**src/verilog/plcp_tx_pkg.sv**
```systemverilog
package plcp_tx_pkg;
  // fixed frame values
  localparam logic [7:0] A1_VALUE = 8'hF6;
  localparam logic [7:0] A2_VALUE = 8'h28;
  localparam logic [7:0] TRAILER_FILL = 8'hCC;
  localparam logic [3:0] TOP_SUBFRAME = 4'h8;
  localparam logic [5:0] A2_COL = 6'h01;
  localparam logic [5:0] POI_COL = 6'h02;
  localparam logic [5:0] OH_COL = 6'h03;
  localparam logic [5:0] LAST_COL = 6'h38;
  localparam int CORE_BYTES = 513;
  localparam logic [9:0] PERIOD_RESET = 10'h214;
  localparam logic [4:0] TRAILER_MIN = 5'h11;
  localparam logic [4:0] TRAILER_MAX = 5'h15;
  localparam logic [4:0] TRAILER_RESET = 5'h13;
  // register offsets and reset values
  localparam logic [7:0] CTRL_OFFSET = 8'h00;
  localparam logic [7:0] GROWTH_OFFSET = 8'h04;
  localparam logic [7:0] MGMT_OFFSET = 8'h08;
  localparam logic [7:0] ERR_OFFSET = 8'h0C;
  localparam logic [7:0] STATUS_OFFSET = 8'h10;
  localparam logic [31:0] CTRL_RESET = 32'h0000_0012;
  localparam logic [31:0] GROWTH_RESET = 32'h0000_0000;
  localparam logic [31:0] MGMT_RESET = 32'h0000_0000;
  localparam logic [31:0] ERR_RESET = 32'h0000_0000;

  typedef enum logic [1:0] {UC_TRACE, UC_HDLC, UC_REG, UC_SPARE} uc_src_type;
  typedef enum logic [1:0] {FR_A1, FR_POI, FR_A1A2, FR_POI2} fr_pattern_type;
  typedef enum logic {ST_SUBFRAME, ST_TRAILER} frame_state_type;

  // transmit_control_reg layout
  typedef struct packed {
    logic [18:0] spare;
    logic [3:0] rei_reg;
    logic [2:0] link_status_signal;
    logic remote_alarm_indication;
    logic rei_auto;
    logic m1_hdlc;
    logic m2_hdlc;
    uc_src_type user_channel_source_select;
  } ctrl_type;

  // transmit_error_insert_reg layout
  typedef struct packed {
    logic [19:0] spare;
    logic rei_cont;
    logic rei_eight;
    logic rei_en;
    logic bip_cont;
    logic bip_byte;
    logic bip_en;
    fr_pattern_type fr_pattern;
    logic fr_byte;
    logic fr_en;
    logic manual_src;
    logic software_error_trigger;
  } err_type;

  // cycle/stuff code for a trailer length
  function automatic logic [7:0] c1_code(input logic [4:0] len);
    case (len)
      5'h11: return 8'h3B;
      5'h12: return 8'h4F;
      5'h13: return 8'h75;
      5'h14: return 8'h9D;
      default: return 8'hA7;
    endcase
  endfunction : c1_code
endpackage : plcp_tx_pkg

```
**src/verilog/plcp_tx_e3.sv**
```systemverilog
// Our own choices: the register addresses and register access over APB.
`timescale 1ns/10ps
module plcp_tx_e3 import plcp_tx_pkg::*; #(
  parameter int PHASE_TARGET = 0
) (
  // clock, reset, enable
  input wire logic clk_in,
  input wire logic rst_in,
  input wire logic ce_in,
  // apb slave
  input wire logic psel_in,
  input wire logic penable_in,
  input wire logic pwrite_in,
  input wire logic [7:0] paddr_in,
  input wire logic [31:0] pwdata_in,
  output logic [31:0] prdata_out,
  output logic pready_out,
  output logic pslverr_out,
  // framer side
  input wire logic byte_strobe_in,
  input wire logic e3_frame_start_in,
  input wire logic ref_8k_in,
  output logic [7:0] line_data_out,
  output logic line_valid_out,
  // cell payload
  input wire logic [7:0] pay_data_in,
  input wire logic pay_valid_in,
  output logic pay_take_out,
  // trace, hdlc and receive side
  input wire logic [7:0] trace_data_in,
  output logic trace_take_out,
  input wire logic [7:0] hdlc_data_in,
  output logic hdlc_take_out,
  input wire logic [7:0] rx_bip_err_in,
  input wire logic rx_bip_valid_in,
  // error and overhead pins
  input wire logic manual_error_input_in,
  input wire logic [7:0] tx_overhead_serial_bit_in,
  input wire logic [7:0] tx_overhead_bit_enable_in,
  output logic tx_overhead_port_clock_out,
  output logic tx_overhead_frame_start_out
);
  if (PHASE_TARGET < 0 || PHASE_TARGET > 1023) begin : g_bad_phase
    $error("PHASE_TARGET must lie in 0..1023");
  end

  ctrl_type ctrl_q;
  err_type err_q;
  logic [31:0] grow_q, mgmt_q;
  frame_state_type st_q;
  logic [3:0] sfn_q, rei_auto_q;
  logic [5:0] col_q;
  logic [4:0] tcnt_q, tlen_q;
  logic [9:0] cnt8k_q, period_q, fpos_q, phase_q;
  logic [7:0] b1_q, acc_q, oh_en_s1, oh_en_s2, oh_dat_s1, oh_dat_s2;
  logic ref_s1, ref_s2, ref_s3, man_s1, man_s2, man_s3;
  logic sw_trig_q, fr_pend_q, fr_second_q, bip_pend_q, rei_pend_q;
  logic [7:0] gen_b, err_b, out_b;
  logic tick, sub, oh, take_pay, take_tr, take_hd, trig;
  logic fr_hit, fr_first, bip_hit, rei_hit, acc_ph, wr;

  // odd-parity path overhead identifier for a sub-frame
  function automatic logic [7:0] poi_byte(input logic [3:0] n);
    return {2'b00, n, 1'b0, ~^n};
  endfunction : poi_byte

  function automatic logic [3:0] popcount(input logic [7:0] v);
    logic [3:0] c;
    c = 4'h0;
    for (int i = 0; i < 8; i++) begin
      c = c + {3'b000, v[i]};
    end
    return c;
  endfunction : popcount

  // trailer length from measured 8 kHz period and E3 frame phase
  function automatic logic [4:0] trailer_len(input logic [9:0] per, input logic [9:0] ph);
    int n;
    n = int'(per) - CORE_BYTES;
    if (int'(ph) > PHASE_TARGET) begin
      n = n + 1;
    end else if (int'(ph) < PHASE_TARGET) begin
      n = n - 1;
    end
    if (n < int'(TRAILER_MIN)) n = int'(TRAILER_MIN);
    if (n > int'(TRAILER_MAX)) n = int'(TRAILER_MAX);
    return n[4:0];
  endfunction : trailer_len

  assign tick = ce_in & byte_strobe_in;
  assign sub = (st_q == ST_SUBFRAME);
  assign oh = sub && (col_q == OH_COL);
  assign trig = err_q.manual_src ? (man_s2 & ~man_s3) : sw_trig_q;
  assign acc_ph = psel_in & penable_in;
  assign wr = acc_ph & pready_out & pwrite_in;

  // frame position: nine sub-frames of 57 bytes, then the trailer
  always_ff @(posedge clk_in or posedge rst_in) begin
    if (rst_in) begin
      st_q <= ST_SUBFRAME;
      sfn_q <= TOP_SUBFRAME;
      col_q <= 6'h00;
      tcnt_q <= 5'h00;
    end else if (tick) begin
      case (st_q)
        ST_SUBFRAME: begin
          if (col_q == LAST_COL) begin
            col_q <= 6'h00;
            if (sfn_q == 4'h0) begin
              st_q <= ST_TRAILER;
              tcnt_q <= 5'h00;
            end else begin
              sfn_q <= sfn_q - 4'h1;
            end
          end else begin
            col_q <= col_q + 6'h01;
          end
        end
        ST_TRAILER: begin
          if (tcnt_q == tlen_q - 5'h01) begin
            st_q <= ST_SUBFRAME;
            sfn_q <= TOP_SUBFRAME;
          end else begin
            tcnt_q <= tcnt_q + 5'h01;
          end
        end
        default: st_q <= ST_SUBFRAME;
      endcase
    end
  end

  // input synchronisers for pins
  always_ff @(posedge clk_in or posedge rst_in) begin
    if (rst_in) begin
      {ref_s1, ref_s2, ref_s3, man_s1, man_s2, man_s3} <= 6'h00;
      {oh_en_s1, oh_en_s2, oh_dat_s1, oh_dat_s2} <= 32'h0000_0000;
    end else if (ce_in) begin
      {ref_s1, ref_s2, ref_s3} <= {ref_8k_in, ref_s1, ref_s2};
      {man_s1, man_s2, man_s3} <= {manual_error_input_in, man_s1, man_s2};
      {oh_en_s1, oh_en_s2} <= {tx_overhead_bit_enable_in, oh_en_s1};
      {oh_dat_s1, oh_dat_s2} <= {tx_overhead_serial_bit_in, oh_dat_s1};
    end
  end

  // 8 kHz period, E3 phase and trailer length choice
  always_ff @(posedge clk_in or posedge rst_in) begin
    if (rst_in) begin
      cnt8k_q <= 10'h000;
      period_q <= PERIOD_RESET;
      fpos_q <= 10'h000;
      phase_q <= 10'h000;
      tlen_q <= TRAILER_RESET;
    end else if (ce_in) begin
      if (ref_s2 & ~ref_s3) begin
        period_q <= cnt8k_q;
        cnt8k_q <= 10'h000;
      end else if (byte_strobe_in) begin
        cnt8k_q <= cnt8k_q + 10'h001;
      end
      if (tick) begin
        fpos_q <= (st_q == ST_TRAILER && tcnt_q == tlen_q - 5'h01) ? 10'h000 : fpos_q + 10'h001;
      end
      if (e3_frame_start_in) begin
        phase_q <= fpos_q;
      end
      if (tick && sub && sfn_q == 4'h0 && col_q == 6'h00) begin
        tlen_q <= trailer_len(period_q, phase_q);
      end
    end
  end

  // generation, then error insertion, then external overhead
  always_comb begin
    gen_b = pay_valid_in ? pay_data_in : 8'h00;
    take_pay = sub && col_q > OH_COL;
    take_tr = 1'b0;
    take_hd = 1'b0;
    if (!sub) begin
      gen_b = TRAILER_FILL;
    end else if (col_q == 6'h00) begin
      gen_b = A1_VALUE;
    end else if (col_q == A2_COL) begin
      gen_b = A2_VALUE;
    end else if (col_q == POI_COL) begin
      gen_b = poi_byte(sfn_q);
    end else if (oh) begin
      case (sfn_q)
        4'h8: gen_b = grow_q[7:0];
        4'h7: gen_b = grow_q[15:8];
        4'h6: gen_b = grow_q[23:16];
        4'h5: begin
          case (ctrl_q.user_channel_source_select)
            UC_TRACE: begin
              gen_b = trace_data_in;
              take_tr = 1'b1;
            end
            UC_HDLC: begin
              gen_b = hdlc_data_in;
              take_hd = 1'b1;
            end
            default: gen_b = grow_q[31:24];
          endcase
        end
        4'h4: gen_b = b1_q;
        4'h3: begin
          gen_b[7:4] = ctrl_q.rei_auto ? rei_auto_q : ctrl_q.rei_reg;
          gen_b[3] = ctrl_q.remote_alarm_indication;
          gen_b[2:0] = ctrl_q.link_status_signal;
        end
        4'h2: begin
          gen_b = ctrl_q.m2_hdlc ? hdlc_data_in : mgmt_q[7:0];
          take_hd = ctrl_q.m2_hdlc;
        end
        4'h1: begin
          gen_b = ctrl_q.m1_hdlc ? hdlc_data_in : mgmt_q[15:8];
          take_hd = ctrl_q.m1_hdlc;
        end
        default: gen_b = c1_code(tlen_q);
      endcase
    end
    // framing error positions per pattern
    fr_first = 1'b0;
    fr_hit = 1'b0;
    if (sub) begin
      case (err_q.fr_pattern)
        FR_A1: fr_first = col_q == 6'h00;
        FR_POI: fr_first = col_q == POI_COL;
        FR_A1A2: begin
          fr_first = col_q == 6'h00;
          fr_hit = col_q == A2_COL && fr_second_q;
        end
        default: begin
          fr_first = col_q == POI_COL;
          fr_hit = col_q == POI_COL && fr_second_q;
        end
      endcase
    end
    fr_first = fr_first & fr_pend_q;
    fr_hit = fr_hit | fr_first;
    bip_hit = oh && sfn_q == 4'h4 && (bip_pend_q || (err_q.bip_en && err_q.bip_cont));
    rei_hit = oh && sfn_q == 4'h3 && (rei_pend_q || (err_q.rei_en && err_q.rei_cont));
    err_b = gen_b;
    if (fr_hit) begin
      err_b = err_b ^ (err_q.fr_byte ? 8'hFF : 8'h01);
    end
    if (bip_hit) begin
      err_b = err_b ^ (err_q.bip_byte ? 8'hFF : 8'h01);
    end
    if (rei_hit) begin
      err_b[7:4] = err_q.rei_eight ? 4'h8 : 4'h1;
    end
    out_b = err_b;
    if (oh && (sfn_q == 4'h4 || sfn_q == 4'h0)) begin
      out_b = err_b ^ (oh_dat_s2 & oh_en_s2);
    end else if (oh) begin
      out_b = (err_b & ~oh_en_s2) | (oh_dat_s2 & oh_en_s2);
    end
  end

  // output byte and hand-shake pulses
  always_ff @(posedge clk_in or posedge rst_in) begin
    if (rst_in) begin
      line_data_out <= 8'h00;
      {line_valid_out, pay_take_out, trace_take_out, hdlc_take_out} <= 4'h0;
      {tx_overhead_port_clock_out, tx_overhead_frame_start_out} <= 2'b00;
    end else if (ce_in) begin
      line_valid_out <= byte_strobe_in;
      pay_take_out <= tick & take_pay & pay_valid_in;
      trace_take_out <= tick & take_tr;
      hdlc_take_out <= tick & take_hd;
      tx_overhead_port_clock_out <= tick & oh;
      tx_overhead_frame_start_out <= tick & oh & (sfn_q == TOP_SUBFRAME);
      if (byte_strobe_in) begin
        line_data_out <= out_b;
      end
    end
  end

  // parity over the finished frame, trailer excluded
  always_ff @(posedge clk_in or posedge rst_in) begin
    if (rst_in) begin
      acc_q <= 8'h00;
      b1_q <= 8'h00;
    end else if (tick && sub) begin
      if (sfn_q == 4'h0 && col_q == LAST_COL) begin
        b1_q <= acc_q ^ out_b;
        acc_q <= 8'h00;
      end else begin
        acc_q <= acc_q ^ out_b;
      end
    end
  end

  // automatic remote error count from the receive side
  always_ff @(posedge clk_in or posedge rst_in) begin
    if (rst_in) begin
      rei_auto_q <= 4'h0;
    end else if (ce_in && rx_bip_valid_in) begin
      rei_auto_q <= popcount(rx_bip_err_in);
    end
  end

  // single-shot requests; a new trigger wins over the clear
  always_ff @(posedge clk_in or posedge rst_in) begin
    if (rst_in) begin
      {fr_pend_q, fr_second_q, bip_pend_q, rei_pend_q} <= 4'h0;
    end else if (ce_in) begin
      if (tick && fr_first) fr_pend_q <= 1'b0;
      if (tick && bip_hit) bip_pend_q <= 1'b0;
      if (tick && rei_hit) rei_pend_q <= 1'b0;
      if (tick && fr_hit) begin
        fr_second_q <= fr_first && err_q.fr_pattern inside {FR_A1A2, FR_POI2};
      end
      if (trig && err_q.fr_en) fr_pend_q <= 1'b1;
      if (trig && err_q.bip_en) bip_pend_q <= 1'b1;
      if (trig && err_q.rei_en) rei_pend_q <= 1'b1;
    end
  end

  // apb slave: one wait state, write lands on the ready edge
  always_ff @(posedge clk_in or posedge rst_in) begin
    if (rst_in) begin
      pready_out <= 1'b0;
      pslverr_out <= 1'b0;
      prdata_out <= 32'h0000_0000;
    end else if (ce_in) begin
      pready_out <= acc_ph & ~pready_out;
      if (acc_ph & ~pready_out) begin
        pslverr_out <= 1'b0;
        case (paddr_in)
          CTRL_OFFSET: prdata_out <= ctrl_q;
          GROWTH_OFFSET: prdata_out <= grow_q;
          MGMT_OFFSET: prdata_out <= mgmt_q;
          ERR_OFFSET: prdata_out <= err_q;
          STATUS_OFFSET: prdata_out <= {7'h00, rei_auto_q, fr_pend_q, bip_pend_q,
                                        rei_pend_q, tlen_q, b1_q, !sub, sfn_q};
          default: begin
            prdata_out <= 32'h0000_0000;
            pslverr_out <= 1'b1;
          end
        endcase
      end
    end
  end

  // register writes
  always_ff @(posedge clk_in or posedge rst_in) begin
    if (rst_in) begin
      ctrl_q <= CTRL_RESET;
      grow_q <= GROWTH_RESET;
      mgmt_q <= MGMT_RESET;
      err_q <= ERR_RESET;
      sw_trig_q <= 1'b0;
    end else if (ce_in) begin
      sw_trig_q <= wr && paddr_in == ERR_OFFSET && pwdata_in[0];
      if (wr) begin
        case (paddr_in)
          CTRL_OFFSET: ctrl_q <= {19'h00000, pwdata_in[12:0]};
          GROWTH_OFFSET: grow_q <= pwdata_in;
          MGMT_OFFSET: mgmt_q <= {16'h0000, pwdata_in[15:0]};
          ERR_OFFSET: err_q <= {20'h00000, pwdata_in[11:1], 1'b0};
          default: ;
        endcase
      end
    end
  end
endmodule : plcp_tx_e3

```
**config.mk**
```make
export PLATFORM = sky130hd
export DESIGN_NAME = plcp_tx_e3
export DESIGN_NICKNAME = d
export VERILOG_FILES = /design/src/verilog/plcp_tx_pkg.sv /design/src/verilog/plcp_tx_e3.sv
export SDC_FILE = /design/constraint.sdc
export NUM_CORES = 1
export LEC_CHECK = 0
export ABC_AREA = 1
export ABC_CLOCK_PERIOD_IN_PS = 20300
export BUFFER_PORTS_ARGS = -buffer_cell sky130_fd_sc_hd__buf_2
export CORE_UTILIZATION = 45
export DETAILED_ROUTE_END_ITERATION = 12
export PLACE_DENSITY_LB_ADDON = 0.12
export RECOVER_POWER = 100
export SYNTH_ARGS = -nofsm -noshare
export SYNTH_HDL_FRONTEND = slang
export SYNTH_SLANG_ARGS = --single-unit
```
**constraint.sdc**
```tcl
create_clock -name clk_in -period 20.3 [get_ports clk_in]
set_input_delay 4.06 -clock clk_in [delete_from_list [all_inputs] [get_ports clk_in]]
set_output_delay 4.06 -clock clk_in [all_outputs]
set_load 0.005 [all_outputs]
```
==> results.cfg, run 1 <==
[run_status]
status = finished with violations
violations = max-capacitance violations, max-slew violations

[yosys]
synth-seq-area-share = 0.473
synth_common_cells = nand2_1 (533), dfrtp_1 (235), inv_1 (200), o21ai_0 (169), nor2_1 (111)
ys_ff_latch = 244
syn_area_per_cell_um2 = 7.64
synth_edf_count = 0
netlist_area_um2 = 12900
yosys_warnings = 0
synth_cells = 1695
yosys.area.top_type_share = 0.454
synth-main-ff-cell = dfrtp_1
yosysTopAreaCell = dfrtp_1
synthTopCellsByArea = dfrtp_1 (45%), nand2_1 (15%), o21ai_0 (6.5%)
synth.most_common_cell = nand2_1
yosysUniqueCellTypes = 57
synth_fp_nets = 1823
synthArstFlopShare = 1.00

[clock_tree]
cts_hold_buf = 0
numCtsBuffers = 27
clkSinkCount = 244
clk_pin_slew_worst_paths_ns = 0.06
cts_resized = 0
tritoncts = yes
htree_levels = 1
clockBufferDepth = 3
clockRootBuffer = clkbuf_16
postCtsSetupBuffers = 0
clk_latency_ns = 0.54

[grt]
grt_use_total = 0.264
grt_first_pass_wirelength_um = 59800
grt_pass1_vias = 11000
grt_max_degree = 92
grt_overflow = 0
antenna_found_initial = 0

[route]
vias_per_cell = 5.29
wl_um = 38200
via_count = 11800
firstDrtPassIters = 5
wl_per_cell_um = 17.2
route.detailed.drc = 0
antenna_left = 0
first_iter_violations = 948

[timing]
fmax_mhz = 99.0
finalHoldWorstSlack_ns = 0.474
fin_worst_skew_ns = 0.0191
tns_ns = 0
period_share = 0.498
maxSlewHeadroom = -1.82
final_max_slew_viol_count = 378
hold_viol_final = 0
tightest_slew_ns = 4.23
grt_setup_unrepaired = false
finalCriticalPeriod_ns = 10.10
finalSetupViolations = 0

[final_layout]
drive_above_1_share = 0.108
multiInputGateArea_um2 = 5840
stdcell_count = 2227
utilization = 0.533
seqCellArea_um2 = 6120
nNetsFinal = 1957
syn_to_final_growth_pct = 15.3
fill_cells = 2724
antennaDiodeCount = 0

[floorplanning]
io_pins = 148
rows = 61
start_util = 0.462
core_area_um2 = 28000
dieArea_um2 = 29500
die_h_um = 172
die_x_um = 172

[power_and_ir_drop]
ir_drop_uv = 59.6
power.density_nw_per_um2 = 98.1
p_leak_nw = 7.53

[job]
drv_cap = 6

[setup_path]
worstSetupPathType = input pin to async pin
cp_data_required_time_ns = 20.82
cp-end-kind = async pin
critPathMaxFanout = 91
cp.arrival_ns = 10.62
critPathLaunchType = input pin

[min_path]
hold_path_class = register to register

[place]
dp_hpwl_um = 28100
gp_congestion = 0.968
portBuffers = 147
dp.cells = 2178
worst max-delay path, stage by stage:
cell        delay (ns)
buf_2             0.10
clkinvlp_2        2.13
clkbuf_1          3.09
buf_4             1.10
where the power goes:
group	internal, W	switching, W	total (W)	leakage, nW
Sequential	0.000541	0.0000396	0.000580	3.11
Clock	0.000332	0.000204	0.000537	0.484
Combinational	0.000118	0.000229	0.000348	3.94
Total	0.000991	0.000473	0.00146	7.53
cell type report:
type | instances | area share
Multi-Input combinational cell | 1192 | 0.391
Inverter | 208 | 0.0526
Clock inverter | 13 | 0.0134
Clock buffer | 36 | 0.0522
Timing Repair Buffer | 156 | 0.0492
Tap cell | 378 | 0.0317
Sequential cell | 244 | 0.410
metrics by stage:
step | instance area [µm²] | total power (W) | setup slack [ns]
2_1_floorplan | 12900 | 0.000836 | 9.55
3_3_place_gp | 14000 | 0.000926 | 13.34
3_5_place_dp | 14000 | 0.000936 | 13.14
4_1_cts | 15000 | 0.00147 | 13.69
5_1_grt | 14900 | 0.00154 | 8.73
6_report | 14900 | 0.00146 | 10.20
final timing paths:
kind	cells past startpoint	slack, ns	start	endpoint
setup / recovery	4	10.20	rst_in	acc_q[5]$_DFFE_PP0P_
hold / removal	2	0.47	oh_dat_s2[5]$_DFFE_PP0P_	oh_dat_s2[5]$_DFFE_PP0P_
setup reg to reg	8	16.93	st_q$_DFFE_PP0P_	b1_q[3]$_DFFE_PP0P_
hold reg to reg	2	0.47	oh_dat_s2[5]$_DFFE_PP0P_	oh_dat_s2[5]$_DFFE_PP0P_
max in group clk_in	11	12.20	ce_in	tlen_q[0]$_DFFE_PP1P_
min in group asynchronous	2	4.66	rst_in	phase_q[8]$_DFFE_PP0P_
flip-flops by register name, summed over array words and instances, names as in the netlist, 4 cells and up:
signal / count
sfn_q: 4
b1_q: 8
cnt8k_q: 10
oh_dat_s1: 8
fpos_q: 10
tlen_q: 5
oh_dat_s2: 8
oh_en_s2: 8
phase_q: 10
ctrl_q: 13
line_data_out: 8
grow_q: 32
acc_q: 8
mgmt_q: 16
err_q: 11
col_q: 6
oh_en_s1: 8
rei_auto_q: 4
tcnt_q: 5
prdata_out: 32
period_q: 10
metal layers:
layer | GRT usage | routed length [µm] | vias up
met3 | 0.0327 | 2610 | 76
met4 | 0.104 | 1520 | 0
li1 | - | - | 5766
met2 | 0.409 | 16500 | 455
met5 | 0 | 0 | -
met1 | 0.375 | 17600 | 5491
kinds of logic after synthesis:
family,count (synthesis),share of synthesized area
XOR/XNOR,29,0.0202
adder cells (fa/ha/maj),28,0.0294
multiplexers,2,0.00174
buffers and inverters,259,0.0767
flip-flops,244,0.473
AO/OA/AOI/OAI,320,0.137
AND/OR/NAND/NOR,813,0.262
placed cells by master (no fill, tap or decap), types with 19 or more instances in the layout:
cell type  instances
a21oi_1           84
buf_2            110
clkbuf_1          45
clkbuf_16         27
dfrtp_1          235
ha_1              24
inv_1            199
nand2_1          533
nand3_1          105
nor2_1           111
nor3_1            19
o21ai_0          171
xor2_1            20
No activity file was read; power rests on OpenSTA's default activity.
==> run 2, diff against run 1 <==
- ABC_CLOCK_PERIOD_IN_PS: 20300 -> 9300
- clock period: 20.3 -> 9.3 ns (I/O delays scaled with it)
==> run 2 against run 1 <==
Against the previous run: the run still ends with max-capacitance violations, max-slew violations left; non-clock buffer count unchanged; first-iteration DRC count up 10%; largest power group unchanged; total power up 110%; hold slack worse by 0.0036 ns; clock skew down 0.0037 ns; combinational power up 120%; largest cell class unchanged; design area down 1.0%; setup slack worse by 6.8 ns; register-to-register slack worse by 11 ns; die area unchanged; via count down 0.69%.
==> results.cfg, run 2 (synthesis results as in run 1) <==
[timing]
finalHoldWorstSlack_ns = 0.470
tns_ns = 0
layout_setup_ws_ns = 3.37
period_share = 0.638
hold_viol_final = 0
finalSetupViolations = 0
grt_setup_unrepaired = false
finalCriticalPeriod_ns = 5.93
fin_worst_skew_ns = 0.0153
maxSlewHeadroom = -2.23
tightest_slew_ns = 4.82
final_max_slew_viol_count = 315
fmax_mhz = 169

[route]
vias_per_cell = 5.26
wl_um = 37900
via_count = 11700
first_iter_violations = 1044
firstDrtPassIters = 5
antenna_left = 0
wl_per_cell_um = 17.0
route.detailed.drc = 0

[final_layout]
utilization = 0.527
nNetsFinal = 1957
layout_commonest_cell = nand2_1
stdcell_count = 2226
largestRegisters = grow_q (32), prdata_out (32), mgmt_q (16)
final_cell_mix = nand2_1 (533), dfrtp_1 (235), inv_1 (199)
antennaDiodeCount = 0
drive_above_1_share = 0.102
syn_to_final_growth_pct = 14.1

[setup_path]
slowest_delay_ns = 1.60
cp.arrival_ns = 6.39
critPathLaunchType = input pin
cp-end-kind = register
rr_worst_depth = 8
worstSetupPathType = input pin to register
cp_data_required_time_ns = 9.76
r2r_slack_ns = 5.93
cpMostUsedCell = inv_1
r2r-start = st_q$_DFFE_PP0P_
r2r_end = acc_q[3]$_DFFE_PP0P_
critPathMaxFanout = 53
worst_path_max_delay_cell = clkbuf_1
crit_chain = clkbuf_1 -> nand2_1 -> clkbuf_1 -> nor2_1 -> inv_1 -> nor3_1 -> inv_1 -> a21oi_1 -> nand3_1 -> o21ai_0 -> inv_1

[floorplanning]
rows = 61
dieArea_um2 = 29500
die_x_um = 172
core_area_um2 = 28000
die_h_um = 172
io_pins = 148
start_util = 0.462

[clock_tree]
clockBufferDepth = 3
htree_levels = 1
numCtsBuffers = 27
clk_pin_slew_worst_paths_ns = 0.06
cts_hold_buf = 0
postCtsSetupBuffers = 0
cts_resized = 0
tritoncts = yes
clkSinkCount = 244
clk_latency_ns = 0.54
clockRootBuffer = clkbuf_16

[grt]
grt_max_degree = 109
grt_overflow = 0
grt_first_pass_wirelength_um = 59400
grt_pass1_vias = 11000
grt_use_total = 0.263
antenna_found_initial = 0

[power_and_ir_drop]
power.density_nw_per_um2 = 206
p_leak_nw = 7.45
ir_drop_uv = 122

[min_path]
whs_path_depth = 2
hold_path_class = register to register
holdPathEnd = oh_en_s1[7]$_DFFE_PP0P_
hp-start = oh_en_s1[7]$_DFFE_PP0P_

[place]
gp_congestion = 0.973
portBuffers = 147
pre_cts_ws_ns = 4.32
dp_hpwl_um = 27900
dp.cells = 2178

[run_status]
violations = max-capacitance violations, max-slew violations
status = finished with violations

[job]
drv_cap = 5
-- run 2: layer usage --
metal / up-vias / GRT usage / part of all wire
li1: 5769 / - / -
met1: 5373 / 0.373 / 0.46
met2: 464 / 0.397 / 0.42
met3: 101 / 0.0393 / 0.073
met4: 0 / 0.116 / 0.048
met5: - / 0 / 0
-- run 2: where the power goes --
group          leakage, nW  total [W]  internal (W)  switching [W]
Clock                0.396    0.00102      0.000596       0.000424
Sequential            3.11    0.00127       0.00118      0.0000870
Combinational         3.94   0.000750      0.000258       0.000492
Total                 7.45    0.00304       0.00203        0.00100
-- run 2: final cells by class --
type,count,area (µm²)
Fill cell,2740,13200
Inverter,208,785
Tap cell,378,473
Clock buffer,45,783
Timing Repair Buffer,156,738
Multi-Input combinational cell,1192,5840
Clock inverter,3,42.5
Sequential cell,244,6120
-- run 2: stage by stage --
stage,total power [W],instance area [µm²]
final,0.00304,14800
after global routing,0.00322,14800
after CTS,0.00306,14800
after detailed placement,0.00204,14000
after global placement,0.00202,14000
after floorplan,0.00182,12900
-- run 2: critical path, delay by kind of cell --
family | cells | cell delay, ns
buffers and inverters | 5 | 2.87
AND/OR/NAND/NOR | 4 | 1.38
AO/OA/AOI/OAI | 2 | 0.24
-- run 2: worst max path at each step --
stage	endpoint	cells after the start	slack, ns	startpoint
after CTS	tlen_q[0]$_DFFE_PP1P_	11	4.87	ce_in
after global placement	tlen_q[0]$_DFFE_PP1P_	11	4.54	ce_in
after global routing	tlen_q[0]$_DFFE_PP1P_	11	2.85	ce_in
after floorplan	acc_q[0]$_DFFE_PP0P_	1	0.75	rst_in
after detailed placement	tlen_q[0]$_DFFE_PP1P_	11	4.32	ce_in
final	tlen_q[0]$_DFFE_PP1P_	11	3.37	ce_in
==> run 3, diff against run 2 <==
- ABC_CLOCK_PERIOD_IN_PS: 9300 -> 5000
- clock period: 9.3 -> 5 ns (I/O delays scaled with it)
==> run 3 against run 2 <==
Against the previous run: the flow still finishes with violations (max-capacitance violations, max-slew violations); total power up 88%; first-iteration DRC count is 0.38% higher; sequential share of layout area fell by 0.11 points; count of clock-buffer cells in the layout shrank 5; die area unchanged; core utilization increased by 0.14 points; hold slack got worse by 0.0010 ns; highest routed layer unchanged.
==> results.cfg, run 3 (synthesis results as in run 1) <==
[run_status]
status = finished with violations
violations = max-capacitance violations, max-slew violations

[floorplanning]
die_x_um = 172
start_util = 0.462
die_h_um = 172
dieArea_um2 = 29500
rows = 61
io_pins = 148
core_area_um2 = 28000

[clock_tree]
clkSinkCount = 244
clk_pin_slew_worst_paths_ns = 0.06
postCtsSetupBuffers = 0
cts_resized = 0
cts_hold_buf = 0
clockRootBuffer = clkbuf_16
numCtsBuffers = 26
tritoncts = yes
clk_latency_ns = 0.54
clockBufferDepth = 3
htree_levels = 1

[route]
route.detailed.drc = 0
vias_per_cell = 5.28
wl_per_cell_um = 17.4
wl_um = 38700
firstDrtPassIters = 7
first_iter_violations = 1048
antenna_left = 0
via_count = 11800

[grt]
grt_max_degree = 176
antenna_found_initial = 0
grt_overflow = 0
grt_first_pass_wirelength_um = 60700
grt_use_total = 0.269
grt_pass1_vias = 11000

[setup_path]
cp.arrival_ns = 4.30
cp-end-kind = register
critPathLaunchType = input pin
cp_data_required_time_ns = 5.40
worstSetupPathType = input pin to register
critPathMaxFanout = 44

[timing]
period_share = 0.780
finalSetupViolations = 0
grt_setup_unrepaired = false
maxSlewHeadroom = -0.661
finalCriticalPeriod_ns = 3.90
tns_ns = 0
fin_worst_skew_ns = 0.0212
hold_viol_final = 0
fmax_mhz = 257
layout_setup_ws_ns = 1.10
tightest_slew_ns = 2.49
final_max_slew_viol_count = 270

[place]
dp_hpwl_um = 28600
pre_cts_ws_ns = 1.39
gp_congestion = 0.951
portBuffers = 147

[final_layout]
final_cell_mix = nand2_1 (534), dfrtp_1 (235), inv_1 (199)
antennaDiodeCount = 0
drive_above_1_share = 0.104
layout_commonest_cell = nand2_1
largestRegisters = grow_q (32), prdata_out (32), mgmt_q (16)
nNetsFinal = 1960
syn_to_final_growth_pct = 14.4

[min_path]
hold_path_class = register to register

[job]
drv_cap = 3

[power_and_ir_drop]
p_leak_nw = 7.48
ir_drop_uv = 251
power.density_nw_per_um2 = 385
## run 3: changes by cell type in the layout (fill, tap and decap cells not counted), sizes merged
| cell | delta |
|---|---|
| clkinv | +2 |
| clkbuf | -4 |
| buf | +3 |
| bufinv | +1 |
| inv | -1 |
| clkinvlp | +2 |
## run 3: metal layers
layer	vias to the layer above	GRT usage	part of all wire
li1	5756	-	-
met1	5526	0.385	0.46
met2	423	0.425	0.45
met3	60	0.0391	0.071
met4	0	0.0714	0.021
met5	-	0	0
## run 3: area by class of cell
cell class              count  area, µm²
repair buffers            160        768
fillers                  2768      13200
clock inverters             7       90.1
multi-input cells        1192       5820
well taps                 378        473
inverters                 208        783
flip-flops and latches    244       6120
clock buffers              40        764
## run 3: path summary, 6_finish.rpt
check / to / start / cells past startpoint / slack (ns)
min in group asynchronous: fpos_q[6]$_DFFE_PP0P_ / rst_in / 3 / 0.77
max in group asynchronous: st_q$_DFFE_PP0P_ / rst_in / 3 / 2.03
min: oh_dat_s1[5]$_DFFE_PP0P_ / oh_dat_s1[5]$_DFFE_PP0P_ / 2 / 0.47
max reg2reg: b1_q[7]$_DFFE_PP0P_ / st_q$_DFFE_PP0P_ / 18 / 1.25
min reg2reg: oh_dat_s1[5]$_DFFE_PP0P_ / oh_dat_s1[5]$_DFFE_PP0P_ / 2 / 0.47
max: prdata_out[3]$_DFFE_PP0P_ / ce_in / 8 / 1.10
## run 3: stage by stage
| stage | util | total power [W] | instances | hold WS [ns] | area (µm²) |
|---|---|---|---|---|---|
| after global routing | 0.529 | 0.00605 | 2229 | 0.496 | 14800 |
| final | 0.529 | 0.00571 | 2229 | 0.469 | 14800 |
| after global placement | 0.502 | 0.00376 | 2182 | 0.455 | 14100 |
| after detailed placement | 0.502 | 0.00379 | 2182 | 0.460 | 14100 |
| after floorplan | - | 0.00339 | 1695 | 0.442 | 12900 |
| after CTS | 0.532 | 0.00575 | 2229 | 0.475 | 14900 |
## run 3: report_power, final
group,switching [W],internal [W]
Combinational,0.000919,0.000480
Sequential,0.000168,0.00220
Clock,0.000796,0.00115
Total,0.00188,0.00383
## run 3: critical path, cell delays in order
cell      delay [ns]
clkbuf_1        0.40
nand3_1         0.24
nor2_1          0.13
clkbuf_1        0.90
inv_1           0.22
clkbuf_1        0.83
a21oi_1         0.39
a41oi_1         0.15
